$ cat src/hw/uwm_defines.vh
/*
  Shared constants of the serial transceiver: register indices, field
  positions, reset values, identification codes and tick counts.
  Assumes inclusion by bare name from every design file that needs them.
*/
// Notes on behaviour
// - Divisor select bit redirects the two lowest registers to the divisor bytes.
// - Reading the data port pops the oldest received entry unless divisor selected.
// - A transmit write into a full queue is dropped, contents unchanged.
// - Interrupt mask bits gate data, holding empty, line status, modem sources.
// - Bit timing uses sixteen sampling ticks per serial bit.
// - FIFO control bit 0 enables queues; bits 1 and 2 flush receive, transmit.
// - Transmit empty trigger: empty, two characters, quarter or half full.
// - Receive trigger: one character, quarter full or half full.
// - Receive trigger code 11 means two entries below full.
// - Identification bit 0 high when idle; bits 3:1 name the source.
// - Line control bit 3 adds parity; bit 4 picks even, else odd.
// - Stop select gives one, one and a half for five bits, or two.
// - Length field selects five to eight data bits; line control resets 0x03.
// - Modem control bit 5 turns on automatic request and clear to send.
// - Loopback ties serial out to in, pad high, modem outputs to inputs.
// - Request and ready control bits drive their pins inverted.
// - Transmitter idle flag needs empty queue and shifter; clears on write.
// - Queue empty flag clears on write and raises the holding empty interrupt.
// - Framing, parity, overrun flags raise line status interrupt, clear on read.
// - Line status shows data ready, receive queue error and break.
// - Modem status upper bits show inverted inputs, or looped outputs.
// - Delta bits latch changes and ring rising edge; all clear on read.
`ifndef UWM_DEFINES_VH
`define UWM_DEFINES_VH
// Register indices; byte address is four times the index
`define UWM_IDX_DATA 8'h00
`define UWM_IDX_IER 8'h02
`define UWM_IDX_FCR 8'h04
`define UWM_IDX_LCR 8'h06
`define UWM_IDX_MCR 8'h08
`define UWM_IDX_LSR 8'h0a
`define UWM_IDX_MSR 8'h0c
`define UWM_IDX_USR 8'h0e
`define UWM_IDX_TFL 8'h10
`define UWM_IDX_RFL 8'h12
`define UWM_LCR_RESET 8'h03
// Line control fields
`define UWM_LCR_DIVSEL 7
`define UWM_LCR_BREAK 6
`define UWM_LCR_EVEN 4
`define UWM_LCR_PAREN 3
`define UWM_LCR_STOP 2
// Modem control fields
`define UWM_MCR_AUTO 5
`define UWM_MCR_LOOP 4
`define UWM_USER_OUTPUT_TWO 3
`define UWM_USER_OUTPUT_ONE 2
`define UWM_REQUEST_TO_SEND_CTL 1
`define UWM_TERMINAL_READY_CTL 0
// Interrupt mask fields
`define UWM_IER_RXDATA 0
`define UWM_IER_THOLD 1
`define UWM_IER_LINE 2
`define UWM_IER_MODEM 3
`define UWM_IER_PROG 7
// Identification codes
`define UWM_ID_LINE 3'b110
`define UWM_ID_RXDATA 3'b010
`define UWM_ID_THOLD 3'b001
`define UWM_ID_MODEM 3'b000
// Tick counts
`define UWM_TICKS_PER_BIT 16
`define UWM_STOP_ONE 6'd16
`define UWM_STOP_HALF 6'd24
`define UWM_STOP_TWO 6'd32
`define UWM_RX_MID 4'd7
`define UWM_RX_TMO_TICKS 10'd640
`endif

$ cat src/hw/uwm_fifo.v
/*
  Character queue with registered read data showing the oldest entry.
  Pops from an empty queue are ignored; pushes into a full queue drop.
*/
`default_nettype none
module uwm_fifo #(
  parameter W = 8,
  parameter AW = 5
) (
  input wire clk,
  input wire rst_n,
  input wire clr,
  input wire push,
  input wire [W-1:0] wdata,
  input wire pop,
  output reg [W-1:0] rdata,
  output reg [AW:0] count
);
  localparam [AW:0] DEPTH = 1 << AW;
  reg [W-1:0] mem [0:DEPTH-1];
  reg [AW-1:0] wp_r;
  reg [AW-1:0] rp_r;
  wire push_ok = push & ~clr & (count != DEPTH);
  wire pop_ok = pop & ~clr & (count != {(AW+1){1'b0}});
  wire [AW-1:0] rp_nxt = clr ? {AW{1'b0}} : (pop_ok ? rp_r + 1'b1 : rp_r);

  ////////////////////////////////////////////////////////////////////////
  // Storage write
  always @(posedge clk) begin
    if (push_ok) begin
      mem[wp_r] <= wdata;
    end
  end

  // Pointers, occupancy and head register with write bypass
  always @(posedge clk or negedge rst_n) begin
    if (!rst_n) begin
      wp_r <= {AW{1'b0}};
      rp_r <= {AW{1'b0}};
      count <= {(AW+1){1'b0}};
      rdata <= {W{1'b0}};
    end else begin
      rp_r <= rp_nxt;
      if (clr) begin
        wp_r <= {AW{1'b0}};
        count <= {(AW+1){1'b0}};
      end else begin
        if (push_ok) begin
          wp_r <= wp_r + 1'b1;
        end
        count <= count + {{AW{1'b0}}, push_ok} - {{AW{1'b0}}, pop_ok};
      end
      if (push_ok && (wp_r == rp_nxt)) begin
        rdata <= wdata;
      end else begin
        rdata <= mem[rp_nxt];
      end
    end
  end
endmodule
`default_nettype wire

$ cat src/hw/uwm_tx.v
/*
  Transmit shifter: start bit, five to eight data bits, optional parity,
  one, one and a half or two stop bits, each bit sixteen ticks long.
  Assumes start is a one-cycle pulse given only while busy is low.
*/
`include "uwm_defines.vh"
`default_nettype none
module uwm_tx (
  input wire clk,
  input wire rst_n,
  input wire tick,
  input wire start,
  input wire [7:0] data,
  input wire [1:0] char_len,
  input wire par_en,
  input wire par_even,
  input wire stop_long,
  input wire brk,
  output wire txd,
  output wire busy
);
  localparam S_IDLE = 2'd0;
  localparam S_BITS = 2'd1;
  localparam S_STOP = 2'd2;
  reg [1:0] st_r;
  reg [10:0] sh_r;
  reg [3:0] left_r;
  reg [5:0] tcnt_r;
  wire [7:0] dmask = data & (8'hff >> (2'd3 - char_len));
  wire pbit = par_even ? ^dmask : ~^dmask;
  wire [3:0] pos = {2'b00, char_len} + 4'd5;
  wire [9:0] ponehot = (par_en & pbit) ? (10'h001 << pos) : 10'h000;
  wire [10:0] frame = {{2'b00, dmask} | ponehot, 1'b0};
  wire [3:0] nbits = {2'b00, char_len} + 4'd6 + {3'b000, par_en};
  // Stop length in ticks
  wire [5:0] stop_ticks = !stop_long ? `UWM_STOP_ONE :
                          (char_len == 2'b00) ? `UWM_STOP_HALF : `UWM_STOP_TWO;

  assign busy = (st_r != S_IDLE);
  // Break forces the line low
  assign txd = ((st_r == S_BITS) ? sh_r[0] : 1'b1) & ~brk;

  ////////////////////////////////////////////////////////////////////////
  // Frame sequencer
  always @(posedge clk or negedge rst_n) begin
    if (!rst_n) begin
      st_r <= S_IDLE;
      sh_r <= 11'h7ff;
      left_r <= 4'd0;
      tcnt_r <= 6'd0;
    end else begin
      case (st_r)
        S_IDLE: begin
          if (start) begin
            sh_r <= frame;
            left_r <= nbits;
            tcnt_r <= 6'd0;
            st_r <= S_BITS;
          end
        end
        S_BITS: begin
          if (tick) begin
            tcnt_r <= tcnt_r + 6'd1;
            if (tcnt_r == `UWM_TICKS_PER_BIT - 1) begin
              tcnt_r <= 6'd0;
              sh_r <= {1'b1, sh_r[10:1]};
              left_r <= left_r - 4'd1;
              if (left_r == 4'd1) begin
                st_r <= S_STOP;
              end
            end
          end
        end
        S_STOP: begin
          if (tick) begin
            tcnt_r <= tcnt_r + 6'd1;
            if (tcnt_r == stop_ticks - 6'd1) begin
              st_r <= S_IDLE;
            end
          end
        end
        default: begin
          st_r <= S_IDLE;
        end
      endcase
    end
  end
endmodule
`default_nettype wire

$ cat src/hw/uwm_core.v
/*
  Serial transceiver with modem control: APB register slave, baud tick
  generator, receiver, transmit and receive queues, modem status.
  Assumes serial and modem inputs are synchronous to pclk; APB answers
  with no wait state.
*/
`include "uwm_defines.vh"
`default_nettype none
module uwm_core #(
  parameter AW = 5
) (
  input wire pclk,
  input wire presetn,
  input wire psel,
  input wire penable,
  input wire pwrite,
  input wire [11:0] paddr,
  input wire [31:0] pwdata,
  output wire [31:0] prdata,
  output wire pready,
  output wire pslverr,
  input wire serial_in,
  output wire serial_out_pad,
  input wire cts_n,
  input wire dsr_n,
  input wire dcd_n,
  input wire ri_n,
  output wire rts_n,
  output wire dtr_n,
  output wire out1_n,
  output wire out2_n
);
  localparam [AW:0] DEPTH = 1 << AW;
  localparam [AW:0] QUARTER = DEPTH >> 2;
  localparam [AW:0] HALF = DEPTH >> 1;
  localparam [AW:0] ZERO = 0;
  localparam [AW:0] ONE = 1;
  localparam [AW:0] TWO = 2;
  localparam R_IDLE = 2'd0;
  localparam R_START = 2'd1;
  localparam R_BITS = 2'd2;
  localparam R_STOP = 2'd3;

  reg [7:0] dll_r;
  reg [7:0] dlh_r;
  reg [7:0] ier_r;
  reg [7:0] lcr_r;
  reg [5:0] mcr_r;
  reg fifo_en_r;
  reg [1:0] ttrig_r;
  reg [1:0] rtrig_r;
  reg [7:0] prdata_r;
  reg [15:0] bcnt_r;
  reg oe_r;
  reg pe_r;
  reg fe_r;
  reg bi_r;
  reg rx_err_r;
  reg [3:0] mprev_r;
  reg [3:0] delta_r;
  reg mseen_r;
  reg rts_flow_r;
  reg [1:0] rs_r;
  reg [3:0] rtc_r;
  reg [3:0] rbit_r;
  reg [8:0] rsh_r;
  reg rx_hi_r;
  reg [9:0] tmo_cnt_r;
  reg tmo_r;
  reg rts_n_r;
  reg dtr_n_r;
  reg out1_n_r;
  reg out2_n_r;
  reg sout_r;
  reg [7:0] rmux;
  reg [2:0] id_code;
  reg id_none;

  ////////////////////////////////////////////////////////////////////////
  // APB decode
  wire [7:0] idx = paddr[9:2];
  wire hit = (paddr[11:10] == 2'b00) && (idx == `UWM_IDX_DATA || idx == `UWM_IDX_IER ||
             idx == `UWM_IDX_FCR || idx == `UWM_IDX_LCR || idx == `UWM_IDX_MCR ||
             idx == `UWM_IDX_LSR || idx == `UWM_IDX_MSR || idx == `UWM_IDX_USR ||
             idx == `UWM_IDX_TFL || idx == `UWM_IDX_RFL);
  wire setup = psel & ~penable;
  wire wr = psel & penable & pwrite & hit;
  wire rd = psel & penable & ~pwrite & hit;
  wire divsel = lcr_r[`UWM_LCR_DIVSEL];
  wire loop = mcr_r[`UWM_MCR_LOOP];
  wire afce = mcr_r[`UWM_MCR_AUTO];
  assign pready = 1'b1;
  assign pslverr = psel & penable & ~hit;
  assign prdata = {24'h000000, prdata_r};

  // Queue wiring
  wire [10:0] rx_head;
  wire [7:0] tx_head;
  wire [AW:0] rx_cnt;
  wire [AW:0] tx_cnt;
  wire rx_push;
  wire tx_busy;
  wire txd;
  wire tick;
  wire fcr_wr = wr && (idx == `UWM_IDX_FCR);
  wire rx_clr = fcr_wr & pwdata[1];
  wire tx_clr = fcr_wr & pwdata[2];
  wire rx_pop = rd && (idx == `UWM_IDX_DATA) && !divsel;
  // Queue of one entry while queues are off
  wire rx_full = fifo_en_r ? (rx_cnt == DEPTH) : (rx_cnt != ZERO);
  wire tx_full = fifo_en_r ? (tx_cnt == DEPTH) : (tx_cnt != ZERO);
  wire tx_push = wr && (idx == `UWM_IDX_DATA) && !divsel && !tx_full;

  // Modem state, inverted pins or looped outputs
  wire [3:0] mstate = loop ? {mcr_r[`UWM_USER_OUTPUT_TWO], mcr_r[`UWM_USER_OUTPUT_ONE],
                              mcr_r[`UWM_TERMINAL_READY_CTL], mcr_r[`UWM_REQUEST_TO_SEND_CTL]} :
                             {~dcd_n, ~ri_n, ~dsr_n, ~cts_n};
  wire cts_ok = ~afce | mstate[0];
  wire tx_start = ~tx_busy & (tx_cnt != ZERO) & cts_ok;
  wire rx_in = loop ? txd : serial_in;

  ////////////////////////////////////////////////////////////////////////
  // Trigger levels
  wire [AW:0] tx_lvl = (ttrig_r == 2'b00) ? ZERO : (ttrig_r == 2'b01) ? TWO :
                       (ttrig_r == 2'b10) ? QUARTER : HALF;
  wire [AW:0] rx_lvl = (rtrig_r == 2'b00) ? ONE : (rtrig_r == 2'b01) ? QUARTER :
                       (rtrig_r == 2'b10) ? HALF : DEPTH - TWO;
  wire rx_hit = fifo_en_r ? (rx_cnt >= rx_lvl) : (rx_cnt != ZERO);
  wire tq_empty = (tx_cnt == ZERO);
  wire tx_idle = tq_empty & ~tx_busy;
  wire tx_hold_empty_cond = (ier_r[`UWM_IER_PROG] & fifo_en_r) ? (tx_cnt <= tx_lvl) : tq_empty;
  wire line_int = oe_r | pe_r | fe_r | bi_r;

  // Identification with fixed priority
  always @* begin
    id_none = 1'b0;
    id_code = `UWM_ID_MODEM;
    if (ier_r[`UWM_IER_LINE] && line_int) begin
      id_code = `UWM_ID_LINE;
    end else if (ier_r[`UWM_IER_RXDATA] && (rx_hit || tmo_r)) begin
      id_code = `UWM_ID_RXDATA;
    end else if (ier_r[`UWM_IER_THOLD] && tx_hold_empty_cond) begin
      id_code = `UWM_ID_THOLD;
    end else if (ier_r[`UWM_IER_MODEM] && (delta_r != 4'h0)) begin
      id_code = `UWM_ID_MODEM;
    end else begin
      id_none = 1'b1;
    end
  end

  // Read multiplexer
  always @* begin
    rmux = 8'h00;
    case (idx)
      `UWM_IDX_DATA: rmux = divsel ? dll_r : rx_head[7:0];
      `UWM_IDX_IER: rmux = divsel ? dlh_r : ier_r;
      `UWM_IDX_FCR: rmux = {4'h0, id_code, id_none};
      `UWM_IDX_LCR: rmux = lcr_r;
      `UWM_IDX_MCR: rmux = {2'b00, mcr_r};
      `UWM_IDX_LSR: rmux = {rx_err_r, tx_idle, tq_empty, bi_r, fe_r, pe_r, oe_r,
                            rx_cnt != ZERO};
      `UWM_IDX_MSR: rmux = {mstate, delta_r};
      `UWM_IDX_USR: rmux = {3'b000, rx_cnt == DEPTH, rx_cnt != ZERO, tq_empty,
                            tx_cnt != DEPTH, tx_busy | ~tq_empty | (rs_r != R_IDLE)};
      `UWM_IDX_TFL: rmux = {{(7-AW){1'b0}}, tx_cnt};
      `UWM_IDX_RFL: rmux = {{(7-AW){1'b0}}, rx_cnt};
      default: rmux = 8'h00;
    endcase
  end

  ////////////////////////////////////////////////////////////////////////
  // Read data captured in the setup cycle
  always @(posedge pclk or negedge presetn) begin
    if (!presetn) begin
      prdata_r <= 8'h00;
    end else if (setup && !pwrite) begin
      prdata_r <= rmux;
    end
  end

  // Software registers
  always @(posedge pclk or negedge presetn) begin
    if (!presetn) begin
      dll_r <= 8'h00;
      dlh_r <= 8'h00;
      ier_r <= 8'h00;
      lcr_r <= `UWM_LCR_RESET;
      mcr_r <= 6'h00;
      fifo_en_r <= 1'b0;
      ttrig_r <= 2'b00;
      rtrig_r <= 2'b00;
    end else if (wr) begin
      case (idx)
        `UWM_IDX_DATA: begin
          if (divsel) begin
            dll_r <= pwdata[7:0];
          end
        end
        `UWM_IDX_IER: begin
          if (divsel) begin
            dlh_r <= pwdata[7:0];
          end else begin
            ier_r <= pwdata[7:0] & 8'h8f;
          end
        end
        `UWM_IDX_FCR: begin
          fifo_en_r <= pwdata[0];
          ttrig_r <= pwdata[5:4];
          rtrig_r <= pwdata[7:6];
        end
        `UWM_IDX_LCR: lcr_r <= pwdata[7:0] & 8'hdf;
        `UWM_IDX_MCR: mcr_r <= pwdata[5:0];
        default: begin
        end
      endcase
    end
  end

  ////////////////////////////////////////////////////////////////////////
  // Baud tick generator, sixteen ticks per bit
  wire [15:0] divisor = {dlh_r, dll_r};
  assign tick = (divisor != 16'h0000) && (bcnt_r >= divisor - 16'h0001);
  always @(posedge pclk or negedge presetn) begin
    if (!presetn) begin
      bcnt_r <= 16'h0000;
    end else if (tick || divisor == 16'h0000) begin
      bcnt_r <= 16'h0000;
    end else begin
      bcnt_r <= bcnt_r + 16'h0001;
    end
  end

  ////////////////////////////////////////////////////////////////////////
  // Receiver character checks at the stop sample
  wire [1:0] clen = lcr_r[1:0];
  wire pen = lcr_r[`UWM_LCR_PAREN];
  wire [3:0] nrx = {2'b00, clen} + 4'd5 + {3'b000, pen};
  wire [7:0] rdat = rsh_r[7:0] & (8'hff >> (2'd3 - clen));
  wire rpbit = rsh_r[{2'b00, clen} + 4'd5];
  wire rpexp = lcr_r[`UWM_LCR_EVEN] ? ^rdat : ~^rdat;
  wire stop_evt = (rs_r == R_STOP) && tick && (rtc_r == `UWM_TICKS_PER_BIT - 1);
  wire r_fe = ~rx_in;
  wire r_pe = pen & (rpbit != rpexp);
  wire r_bi = ~rx_in & (rdat == 8'h00) & (~pen | ~rpbit);
  assign rx_push = stop_evt & ~rx_full;

  // Receive sequencer
  always @(posedge pclk or negedge presetn) begin
    if (!presetn) begin
      rs_r <= R_IDLE;
      rtc_r <= 4'd0;
      rbit_r <= 4'd0;
      rsh_r <= 9'h000;
      rx_hi_r <= 1'b0;
    end else begin
      case (rs_r)
        R_IDLE: begin
          if (rx_in) begin
            rx_hi_r <= 1'b1;
          end
          if (tick && !rx_in && rx_hi_r) begin
            rs_r <= R_START;
            rtc_r <= 4'd0;
          end
        end
        R_START: begin
          if (tick) begin
            rtc_r <= rtc_r + 4'd1;
            if (rtc_r == `UWM_RX_MID) begin
              rtc_r <= 4'd0;
              rbit_r <= 4'd0;
              rsh_r <= 9'h000;
              rs_r <= rx_in ? R_IDLE : R_BITS;
            end
          end
        end
        R_BITS: begin
          if (tick) begin
            rtc_r <= rtc_r + 4'd1;
            if (rtc_r == `UWM_TICKS_PER_BIT - 1) begin
              rsh_r[rbit_r] <= rx_in;
              rbit_r <= rbit_r + 4'd1;
              if (rbit_r == nrx - 4'd1) begin
                rs_r <= R_STOP;
              end
            end
          end
        end
        R_STOP: begin
          if (tick) begin
            rtc_r <= rtc_r + 4'd1;
            if (rtc_r == `UWM_TICKS_PER_BIT - 1) begin
              rx_hi_r <= rx_in;
              rs_r <= R_IDLE;
            end
          end
        end
        default: rs_r <= R_IDLE;
      endcase
    end
  end

  // Character timeout while data waits unread
  always @(posedge pclk or negedge presetn) begin
    if (!presetn) begin
      tmo_cnt_r <= 10'd0;
      tmo_r <= 1'b0;
    end else if (rx_push || rx_pop || rx_clr || rx_cnt == ZERO) begin
      tmo_cnt_r <= 10'd0;
      tmo_r <= 1'b0;
    end else if (tick) begin
      if (tmo_cnt_r == `UWM_RX_TMO_TICKS - 10'd1) begin
        tmo_r <= 1'b1;
      end else begin
        tmo_cnt_r <= tmo_cnt_r + 10'd1;
      end
    end
  end

  ////////////////////////////////////////////////////////////////////////
  // Line status flags: a set wins, a read clears only what it reported
  wire lsr_rd = rd && (idx == `UWM_IDX_LSR);
  wire msr_rd = rd && (idx == `UWM_IDX_MSR);
  wire [7:0] lclr = lsr_rd ? prdata_r : 8'h00;
  wire [3:0] mclr = msr_rd ? prdata_r[3:0] : 4'h0;
  always @(posedge pclk or negedge presetn) begin
    if (!presetn) begin
      oe_r <= 1'b0;
      pe_r <= 1'b0;
      fe_r <= 1'b0;
      bi_r <= 1'b0;
      rx_err_r <= 1'b0;
    end else begin
      oe_r <= (stop_evt & rx_full) | (oe_r & ~lclr[1]);
      pe_r <= (rx_push & r_pe) | (pe_r & ~lclr[2]);
      fe_r <= (rx_push & r_fe) | (fe_r & ~lclr[3]);
      bi_r <= (rx_push & r_bi) | (bi_r & ~lclr[4]);
      rx_err_r <= (rx_push & (r_pe | r_fe | r_bi)) | (rx_err_r & ~lclr[7]);
    end
  end

  // Modem deltas; ring edge is the pin going high
  // First edge after reset only loads the history, so no false delta
  wire [3:0] mchg = {mstate[3] ^ mprev_r[3], mprev_r[2] & ~mstate[2],
                     mstate[1] ^ mprev_r[1], mstate[0] ^ mprev_r[0]};
  always @(posedge pclk or negedge presetn) begin
    if (!presetn) begin
      mprev_r <= 4'h0;
      delta_r <= 4'h0;
      mseen_r <= 1'b0;
    end else begin
      mprev_r <= mstate;
      mseen_r <= 1'b1;
      delta_r <= (mchg & {4{mseen_r}}) | (delta_r & ~mclr);
    end
  end

  // Automatic request to send follows the receive threshold
  always @(posedge pclk or negedge presetn) begin
    if (!presetn) begin
      rts_flow_r <= 1'b1;
    end else if (rx_cnt == ZERO) begin
      rts_flow_r <= 1'b1;
    end else if (rx_cnt >= rx_lvl) begin
      rts_flow_r <= 1'b0;
    end
  end

  // Pin drivers, inactive high during loopback
  always @(posedge pclk or negedge presetn) begin
    if (!presetn) begin
      rts_n_r <= 1'b1;
      dtr_n_r <= 1'b1;
      out1_n_r <= 1'b1;
      out2_n_r <= 1'b1;
      sout_r <= 1'b1;
    end else begin
      rts_n_r <= loop | ~(mcr_r[`UWM_REQUEST_TO_SEND_CTL] & (~afce | rts_flow_r));
      dtr_n_r <= loop | ~mcr_r[`UWM_TERMINAL_READY_CTL];
      out1_n_r <= loop | ~mcr_r[`UWM_USER_OUTPUT_ONE];
      out2_n_r <= loop | ~mcr_r[`UWM_USER_OUTPUT_TWO];
      sout_r <= loop | txd;
    end
  end
  assign rts_n = rts_n_r;
  assign dtr_n = dtr_n_r;
  assign out1_n = out1_n_r;
  assign out2_n = out2_n_r;
  assign serial_out_pad = sout_r;

  ////////////////////////////////////////////////////////////////////////
  // Queues and transmitter
  uwm_fifo #(.W(11), .AW(AW)) u_rxq (
    .clk(pclk),
    .rst_n(presetn),
    .clr(rx_clr),
    .push(rx_push),
    .wdata({r_bi, r_fe, r_pe, rdat}),
    .pop(rx_pop),
    .rdata(rx_head),
    .count(rx_cnt)
  );

  uwm_fifo #(.W(8), .AW(AW)) u_txq (
    .clk(pclk),
    .rst_n(presetn),
    .clr(tx_clr),
    .push(tx_push),
    .wdata(pwdata[7:0]),
    .pop(tx_start),
    .rdata(tx_head),
    .count(tx_cnt)
  );

  uwm_tx u_tx (
    .clk(pclk),
    .rst_n(presetn),
    .tick(tick),
    .start(tx_start),
    .data(tx_head),
    .char_len(lcr_r[1:0]),
    .par_en(lcr_r[`UWM_LCR_PAREN]),
    .par_even(lcr_r[`UWM_LCR_EVEN]),
    .stop_long(lcr_r[`UWM_LCR_STOP]),
    .brk(lcr_r[`UWM_LCR_BREAK]),
    .txd(txd),
    .busy(tx_busy)
  );
endmodule
`default_nettype wire

$ cat config.mk
export PLATFORM = sky130hd
export DESIGN_NAME = uwm_core
export DESIGN_NICKNAME = d
export VERILOG_FILES = /design/src/hw/uwm_fifo.v /design/src/hw/uwm_tx.v /design/src/hw/uwm_core.v
export VERILOG_INCLUDE_DIRS = /design/src /design/src/hw
export SDC_FILE = /design/constraint.sdc
export NUM_CORES = 1
export LEC_CHECK = 0
export ABC_AREA = 1
export BUFFER_PORTS_ARGS = -buffer_cell sky130_fd_sc_hd__buf_2
export CAP_MARGIN = 20
export CORE_UTILIZATION = 30
export DETAILED_ROUTE_END_ITERATION = 16
export GPL_TIMING_DRIVEN = 0
export PLACE_DENSITY_LB_ADDON = 0.12
export SYNTH_ARGS = -nofsm -noshare
export SYNTH_HDL_FRONTEND = slang
export SYNTH_SLANG_ARGS = --single-unit
$ cat constraint.sdc
create_clock -name pclk -period 5.1 [get_ports pclk]
set_clock_uncertainty 0.05 [all_clocks]
set_input_delay 0 -clock pclk [delete_from_list [all_inputs] [get_ports pclk]]
set_output_delay 0 -clock pclk [all_outputs]
set_load 0.05 [all_outputs]
Word-level counts from Yosys, hierarchy flattened
Memories as Yosys holds them, arrays and structs flattened. A register that Yosys moved wholly into a read port is not among the register bits.
Index checks and enable logic that the tools add are counted.
Storage, ports and cells
  register bits after elaboration: 177
  bits in writable memories: 608
  input port bits: 54
  output and inout bits: 39
  logic and storage cells: 413
  memories: 2
Memories
  u_rxq.mem: depth 32, bits a word 11, rd ports 1, clocked after memory_dff 0, write ports 1, line uwm_fifo.v:20  | reg [W-1:0] mem [0:DEPTH-1];
  u_txq.mem: depth 32, bits a word 8, rd ports 1, clocked after memory_dff 1, write ports 1, line uwm_fifo.v:20
Operators by class
  $add $sub $neg: 22
  order comparisons: 6
  equal/unequal tests: 48
  shift-type cells: 2
  multiplexer cells: 108
  bitwise gates (word level): 97
  reduce and logical (&&, ||, !) cells: 86
Operator list (number)
  8-bit case mux with 10 select lines: 1
  5-bit 2-to-1 mux: 13
  4-bit 2-to-1 mux: 14
  6-bit 2-to-1 mux: 8
  10-bit 2-to-1 mux: 4
  1-bit AND: 39
  9-bit 2-to-1 mux: 4
  11-bit 2-to-1 mux: 3
  8-bit by 4-bit == test with 1-bit output (second input constant): 4
  8-bit 2-to-1 mux: 4
  2-bit 2-to-1 mux: 15
  2-bit != test (second input constant): 14
  1-bit NOT: 28
  1-bit 2-to-1 mux: 27
  11-bit case mux with 2 select lines: 1
  1-bit logical AND: 21
  5-bit by 1-bit adder with 5-bit output (second input constant): 4
  1-bit OR: 20
  2-bit nonzero test: 10
  6-bit case mux with 3 select lines: 1
  9-bit case mux with 2 select lines: 1
  16-bit by 1-bit adder with 16-bit output (second input constant): 1
  8-bit AND: 2
  8-bit by 3-bit == test with 1-bit output (second input constant): 2
  other kinds (68): 128

Depth between registers and ports, before layout
  depth in word-level cells: 22
  mapped depth: 31
  gate-level depth less buffers: 30

Modules after synthesis
A second synthesis with hierarchy kept.
Unflattened totals
  cells, all modules: 4108
  area total of the unflattened synthesis: 39557.9 µm²
By module, submodules not included
  uwm_fifo (u_rxq): instances 1, cells each 1555, area an instance 17080.1 µm², sequential area each 11245.8 µm²
  uwm_fifo (u_txq): instances 1, cells each 1289, area an instance 13023.7 µm², sequential area each 8287.9 µm²
  uwm_core: instances 1, cells each 1044, area an instance 7806.2 µm², sequential area each 2862.7 µm²
  uwm_tx: instances 1, cells each 220, area an instance 1647.8 µm², sequential area each 589.3 µm²

Least setup slack after synthesis
No wires, ideal clock.
  path kind: reg-to-reg
  start point: register dll_r[2]
  end point: register u_rxq.count[4]
  setup time: 0.124 ns
  arrival: 4.482 ns
  data required time: 4.926 ns
  path slack: 0.444 ns
  stages on the path, launching flop included: 31
  path buffers: 1
  period minus slack after synthesis: 4.656 ns
  path through: dfrtp_1 -> nor2_1 -> nand2_1 -> nor3_1 -> nand2_1 -> nor3_1 -> nand3_1 -> nor3_1 -> nand3_1 -> xnor2_1 -> inv_1 -> ha_1 -> nand2_1 -> inv_1 -> nand3_1 -> nor3_1 -> nand3_1 -> nand3_1 -> nand2_1 -> inv_2 -> nand4_1 -> nor2_2 -> nand2_1 -> nor2_2 -> buf_2 -> ha_1 -> fa_1 -> a21oi_1 -> o21ba_2 -> xor2_1 -> nor2_1
Between the ends
  word-level cells in the longest chain between the ends: 11
  elaborated cells on any way between the ends: 12
  classes of those cells: add/sub: 3; order compare: 1; mux: 1; bitwise: 3; reduce/logical: 4
RTL lines
  start: declaration: line uwm_core.v:44  | reg [7:0] dll_r;
  start signal: assignment: line uwm_core.v:196  | dll_r <= pwdata[7:0];
  16-bit by 1-bit subtractor with 16-bit output: line uwm_core.v:222  | assign tick = (divisor != 16'h0000) && (bcnt_r >= divisor - 16'h0001);
  16-bit greater-or-equal comparator: line uwm_core.v:222
  1-bit logical AND *: line uwm_core.v:222
  1-bit logical AND * (2 in a row): line uwm_core.v:241  | wire stop_evt = (rs_r == R_STOP) && tick && (rtc_r == `UWM_TICKS_PER_BIT - 1);
  1-bit AND *: line uwm_core.v:245  | assign rx_push = stop_evt & ~rx_full;
  1-bit AND * (2 in a row): line uwm_fifo.v:23  | wire push_ok = push & ~clr & (count != DEPTH);
  6-bit by 1-bit adder with 6-bit output *: line uwm_fifo.v:51  | count <= count + {{AW{1'b0}}, push_ok} - {{AW{1'b0}}, pop_ok};
  6-bit by 1-bit subtractor with 6-bit output *: line uwm_fifo.v:51
  6-bit 2-to-1 mux *: line uwm_fifo.v:44  | if (clr) begin
  end signal: assignment: line uwm_fifo.v:40  | count <= {(AW+1){1'b0}};
  end signal: assignment: line uwm_fifo.v:46  | count <= {(AW+1){1'b0}};
  end signal: assignment: line uwm_fifo.v:51
  end: declaration: line uwm_fifo.v:17  | output reg [AW:0] count
Mark *: on every way between the ends. The rest lies on a longest branch, timed or not.
A chain may end at the register's enable or synchronous reset.

Final worst setup path
Same ends and word-level chain as after synthesis.

==> summary.md <==
| Metric | Value |
|---|---|
| Critical R2R Launch | `dll_r[2]$_DFFE_PN0P_` |
| WHS Path Cells | `6` |
| DR vias/cell | `4.63` |
| Vias in the first global route | `~24000` |
| Insertion delay to the later sink of the worst-skew pair | `0.67 ns` |
| First DRT Iteration DRCs | `1875` |
| Arr. time, crit path | `5.29 ns` |
| Max Root-Sink Buffers | `3` |
| Nets | `slightly below 4000` |
| Core Area | `113000 µm²` |
| Hold Crit Class | `in -> reg` |
| Area after DPL | `36500 µm²` |
| Hold slack | `approximately 0.047 ns` |
| Register-to-Register Path Depth | `30` |
| Synthesized area per cell | `about 9.4 µm²` |
| Tmin final | `4.80 ns` |
| Hold Startpoint | `penable` |
| Width of the die | `around 340 µm` |
| Dpl cells | `roughly 5200` |
| Total CTS buffers | `85` |
| Critical Path RT | `5.59 ns` |
| DR DRC count | `0` |
| Routed len/inst | `approximately 19 µm` |
| Reg2Reg Setup Slack | `0.30 ns` |
| Global route overflow | `0` |
| Worst vdd ir | `0.000206 V` |
| First-pass iteration count of the detailed router | `5` |
| Synth warn | `0` |
| Slowest cell on the critical path | `dfrtp_2` |
| Cell mode on critical path | `nand3_1` |
| Max incr delay on CP | `~0.43 ns` |
| Antenna Cells | `0` |
| Setup TNS | `0 ns` |
| Clk slew on worst S/H paths | `0.06 ns` |
| Seq cells post-synth | `697` |
| CP endpoint kind | `flop` |
| Outcome | `complete, no violations` |
| Number of core rows | `roughly 120` |
| H-tree depth | `3` |
| Root Driver | `clkbuf_16` |
| Placer Congestion | `0.876` |
| Max-cap violations | `0` |
| Total Wirelength | `104000 µm` |
| Sequential share of the synthesized area | `0.587` |
| Max Transition Viols Final | `0` |
| Final non-filler cell total | `5394` |
| GRT Overall Usage | `0.180` |
| Layout cell share with drive strength beyond 1 | `0.114` |
| Initial antenna violation count | `1` |
| Fmax | `208 MHz` |
| Cells after synthesis | `~3600` |
| Pwr/cell area | `314 nW/µm²` |
| Full die area | `115000 µm²` |
| Hold endpoint | `u_rxq.count[4]$_DFF_PN0_` |
| ANT nets after route | `0` |
| Yosys cell types | `68` |
| Final core utilization | `0.356` |
| Fin. Hold Viols | `0` |
| CTS Sinks | `697` |
| Unrepaired setup endpoints after global routing | `yes` |
| Area growth syn-to-layout | `17.7%` |
| P_leak | `17.5 nW` |
| # IOs | `93` |
| TritonCTS clock tree | `yes` |
| Synthesized area | `34100 µm²` |
| Critical-path maximum fanout | `6` |
| Worst slew margin | `0.334` |
| Initial Util | `0.303` |
| Critical path type | `reg -> reg` |
| IO buf count | `41` |
| Fillers | `11600` |
| Worst r2r dst | `u_rxq.count[4]$_DFF_PN0_` |
| CP Launch Type | `flop` |
| Largest net degree at the start of global routing | `92` |
| Fin crit share | `0.941` |
| Post-route cell area | `40200 µm²` |
| Die height | `between 300 and 400 µm` |
| Main flop type after synthesis | `edfxtp_1` |
| Total number of vias | `25000` |
| Post-synth EDFFs | `512` |
| Global-route wire length before repair | `156000 µm` |
| Final setup violating endpoints | `0` |
| Least-Margin Pin Slew | `0.991 ns` |
| Final HPWL DP | `between 70000 and 80000 µm` |
| Post-synth ARST share | `0.265` |
[critical path: cells and delay by family (launching register included)]
family,cells,cell delay (ns)
flip-flops,1,0.43
AO/OA/AOI/OAI,2,0.27
adder cells (fa/ha/maj),3,0.70
AND/OR/NAND/NOR,19,2.58
XOR/XNOR,2,0.28
buffers and inverters,4,0.34
[report_power, final]
part	total, W	internal (W)	switching (W)
registers	0.00611	0.00609	0.0000169
logic	0.000384	0.000119	0.000265
clock network	0.00614	0.00362	0.00252
total	0.0126	0.00983	0.00280
[layout by cell type, fill, tap and decap left out, drive strengths merged, types with 48 or more instances in the layout]
| cell | count |
|---|---|
| a21oi | 48 |
| nand4 | 114 |
| inv | 692 |
| nand3 | 577 |
| edfxtp | 512 |
| clkbuf | 165 |
| buf | 187 |
| ha | 80 |
| nand2 | 714 |
| nor2 | 190 |
| dfrtp | 166 |
| o21ai | 153 |
[cells by family after synthesis]
group / share of synthesized area
simple gates: 0.219
buf+inv: 0.102
flops: 0.587
compound gates: 0.0472
fa+ha+maj: 0.0305
xor+xnor: 0.0131
other cells: 0.000220
mux: 0.000294
[worst max-delay path by stage]
| stage | start | endpoint | slack (ns) | cells past startpoint |
|---|---|---|---|---|
| 2_1_floorplan | dll_r[2]$_DFFE_PN0P_ | u_rxq.count[4]$_DFF_PN0_ | 0.44 | 30 |
| 3_3_place_gp | dll_r[0]$_DFFE_PN0P_ | u_rxq.mem[31][6]$_DFFE_PP_ | -1.44 | 25 |
| 3_5_place_dp | dll_r[0]$_DFFE_PN0P_ | u_rxq.mem[14][2]$_DFFE_PP_ | -1.37 | 25 |
| 4_1_cts | dll_r[2]$_DFFE_PN0P_ | u_rxq.count[4]$_DFF_PN0_ | 0.004 | 30 |
| 5_1_grt | dll_r[2]$_DFFE_PN0P_ | u_rxq.count[4]$_DFF_PN0_ | -0.13 | 30 |
| 6_report | dll_r[2]$_DFFE_PN0P_ | u_rxq.count[4]$_DFF_PN0_ | 0.30 | 30 |
[Yosys cell counts (8+ instances only)]
library cell / n / area [µm²]
dfstp_2: 19 / 499
clkbuf_1: 48 / 180
nand2_1: 704 / 2640
nor2_1: 174 / 653
buf_4: 40 / 300
o21ai_1: 9 / 45.0
edfxtp_1: 512 / 15400
inv_2: 13 / 48.8
o21a_1: 8 / 60.1
o21ai_0: 143 / 716
a21oi_1: 46 / 230
o31ai_1: 9 / 67.6
nor3b_1: 12 / 90.1
nand2_2: 9 / 56.3
xnor2_1: 16 / 140
nand3_1: 570 / 2850
nor2_2: 11 / 68.8
xor2_1: 35 / 307
o22ai_1: 10 / 62.6
o21bai_1: 8 / 60.1
dfrtp_1: 166 / 4150
o211ai_1: 8 / 60.1
inv_1: 673 / 2530
nor3_1: 26 / 130
ha_1: 80 / 1000
buf_2: 73 / 365
nand4_1: 112 / 701
[flip-flops by register name, indices dropped and copies added (netlist names), 5 cells and up, named ones only]
name and cells:
ier_r 5, u_rxq.rp_r 5, u_tx.tcnt_r 6, dll_r 8
u_txq.rdata 8, prdata_r 8, u_txq.count 6, u_rxq.rdata 8
bcnt_r 16, tmo_cnt_r 10, u_txq.rp_r 5, u_rxq.count 6
rsh_r 9, u_rxq.wp_r 5, u_tx.sh_r 11, lcr_r 7
u_rxq.mem 256, mcr_r 6, dlh_r 8, u_txq.mem 256
u_txq.wp_r 5
[repair_timing]
item,4_1_cts,5_1_grt
gates resized for setup,72,18
endpoints found under the hold margin,401,0
pin swaps,2,12
setup endpoints to repair,274,269
hold buffers,29,0
gates cloned,0,0
setup buffers,5,15
[per-layer routing]
layer,wire length (µm),global-route usage,vias up
met2,47500,0.287,538
li1,-,-,12400
met5,0,0,-
met1,49900,0.257,12000
met3,4320,0.0222,130
met4,2200,0.0472,0
[cell type report]
cell class              instances  area (µm²)  area share
clock inverters                39         437      0.0109
clock buffers                 117        2370      0.0590
multi-input cells            2084       11000       0.274
inverters                     694        2620      0.0652
repair buffers                 99         922      0.0230
well taps                    1500        1880      0.0467
flip-flops and latches        697       20000       0.499
plain buffers                 164         878      0.0219
[through the flow]
| stage | worst slack (ns) | power (W) |
|---|---|---|
| final | 0.300 | 0.0126 |
| after floorplan | 0.444 | 0.00644 |
| after global routing | -0.129 | 0.0131 |
| after global placement | -1.44 | 0.00658 |
| after detailed placement | -1.37 | 0.00659 |
| after CTS | 0.00441 | 0.0128 |
No activity file was read; power rests on OpenSTA's default activity.
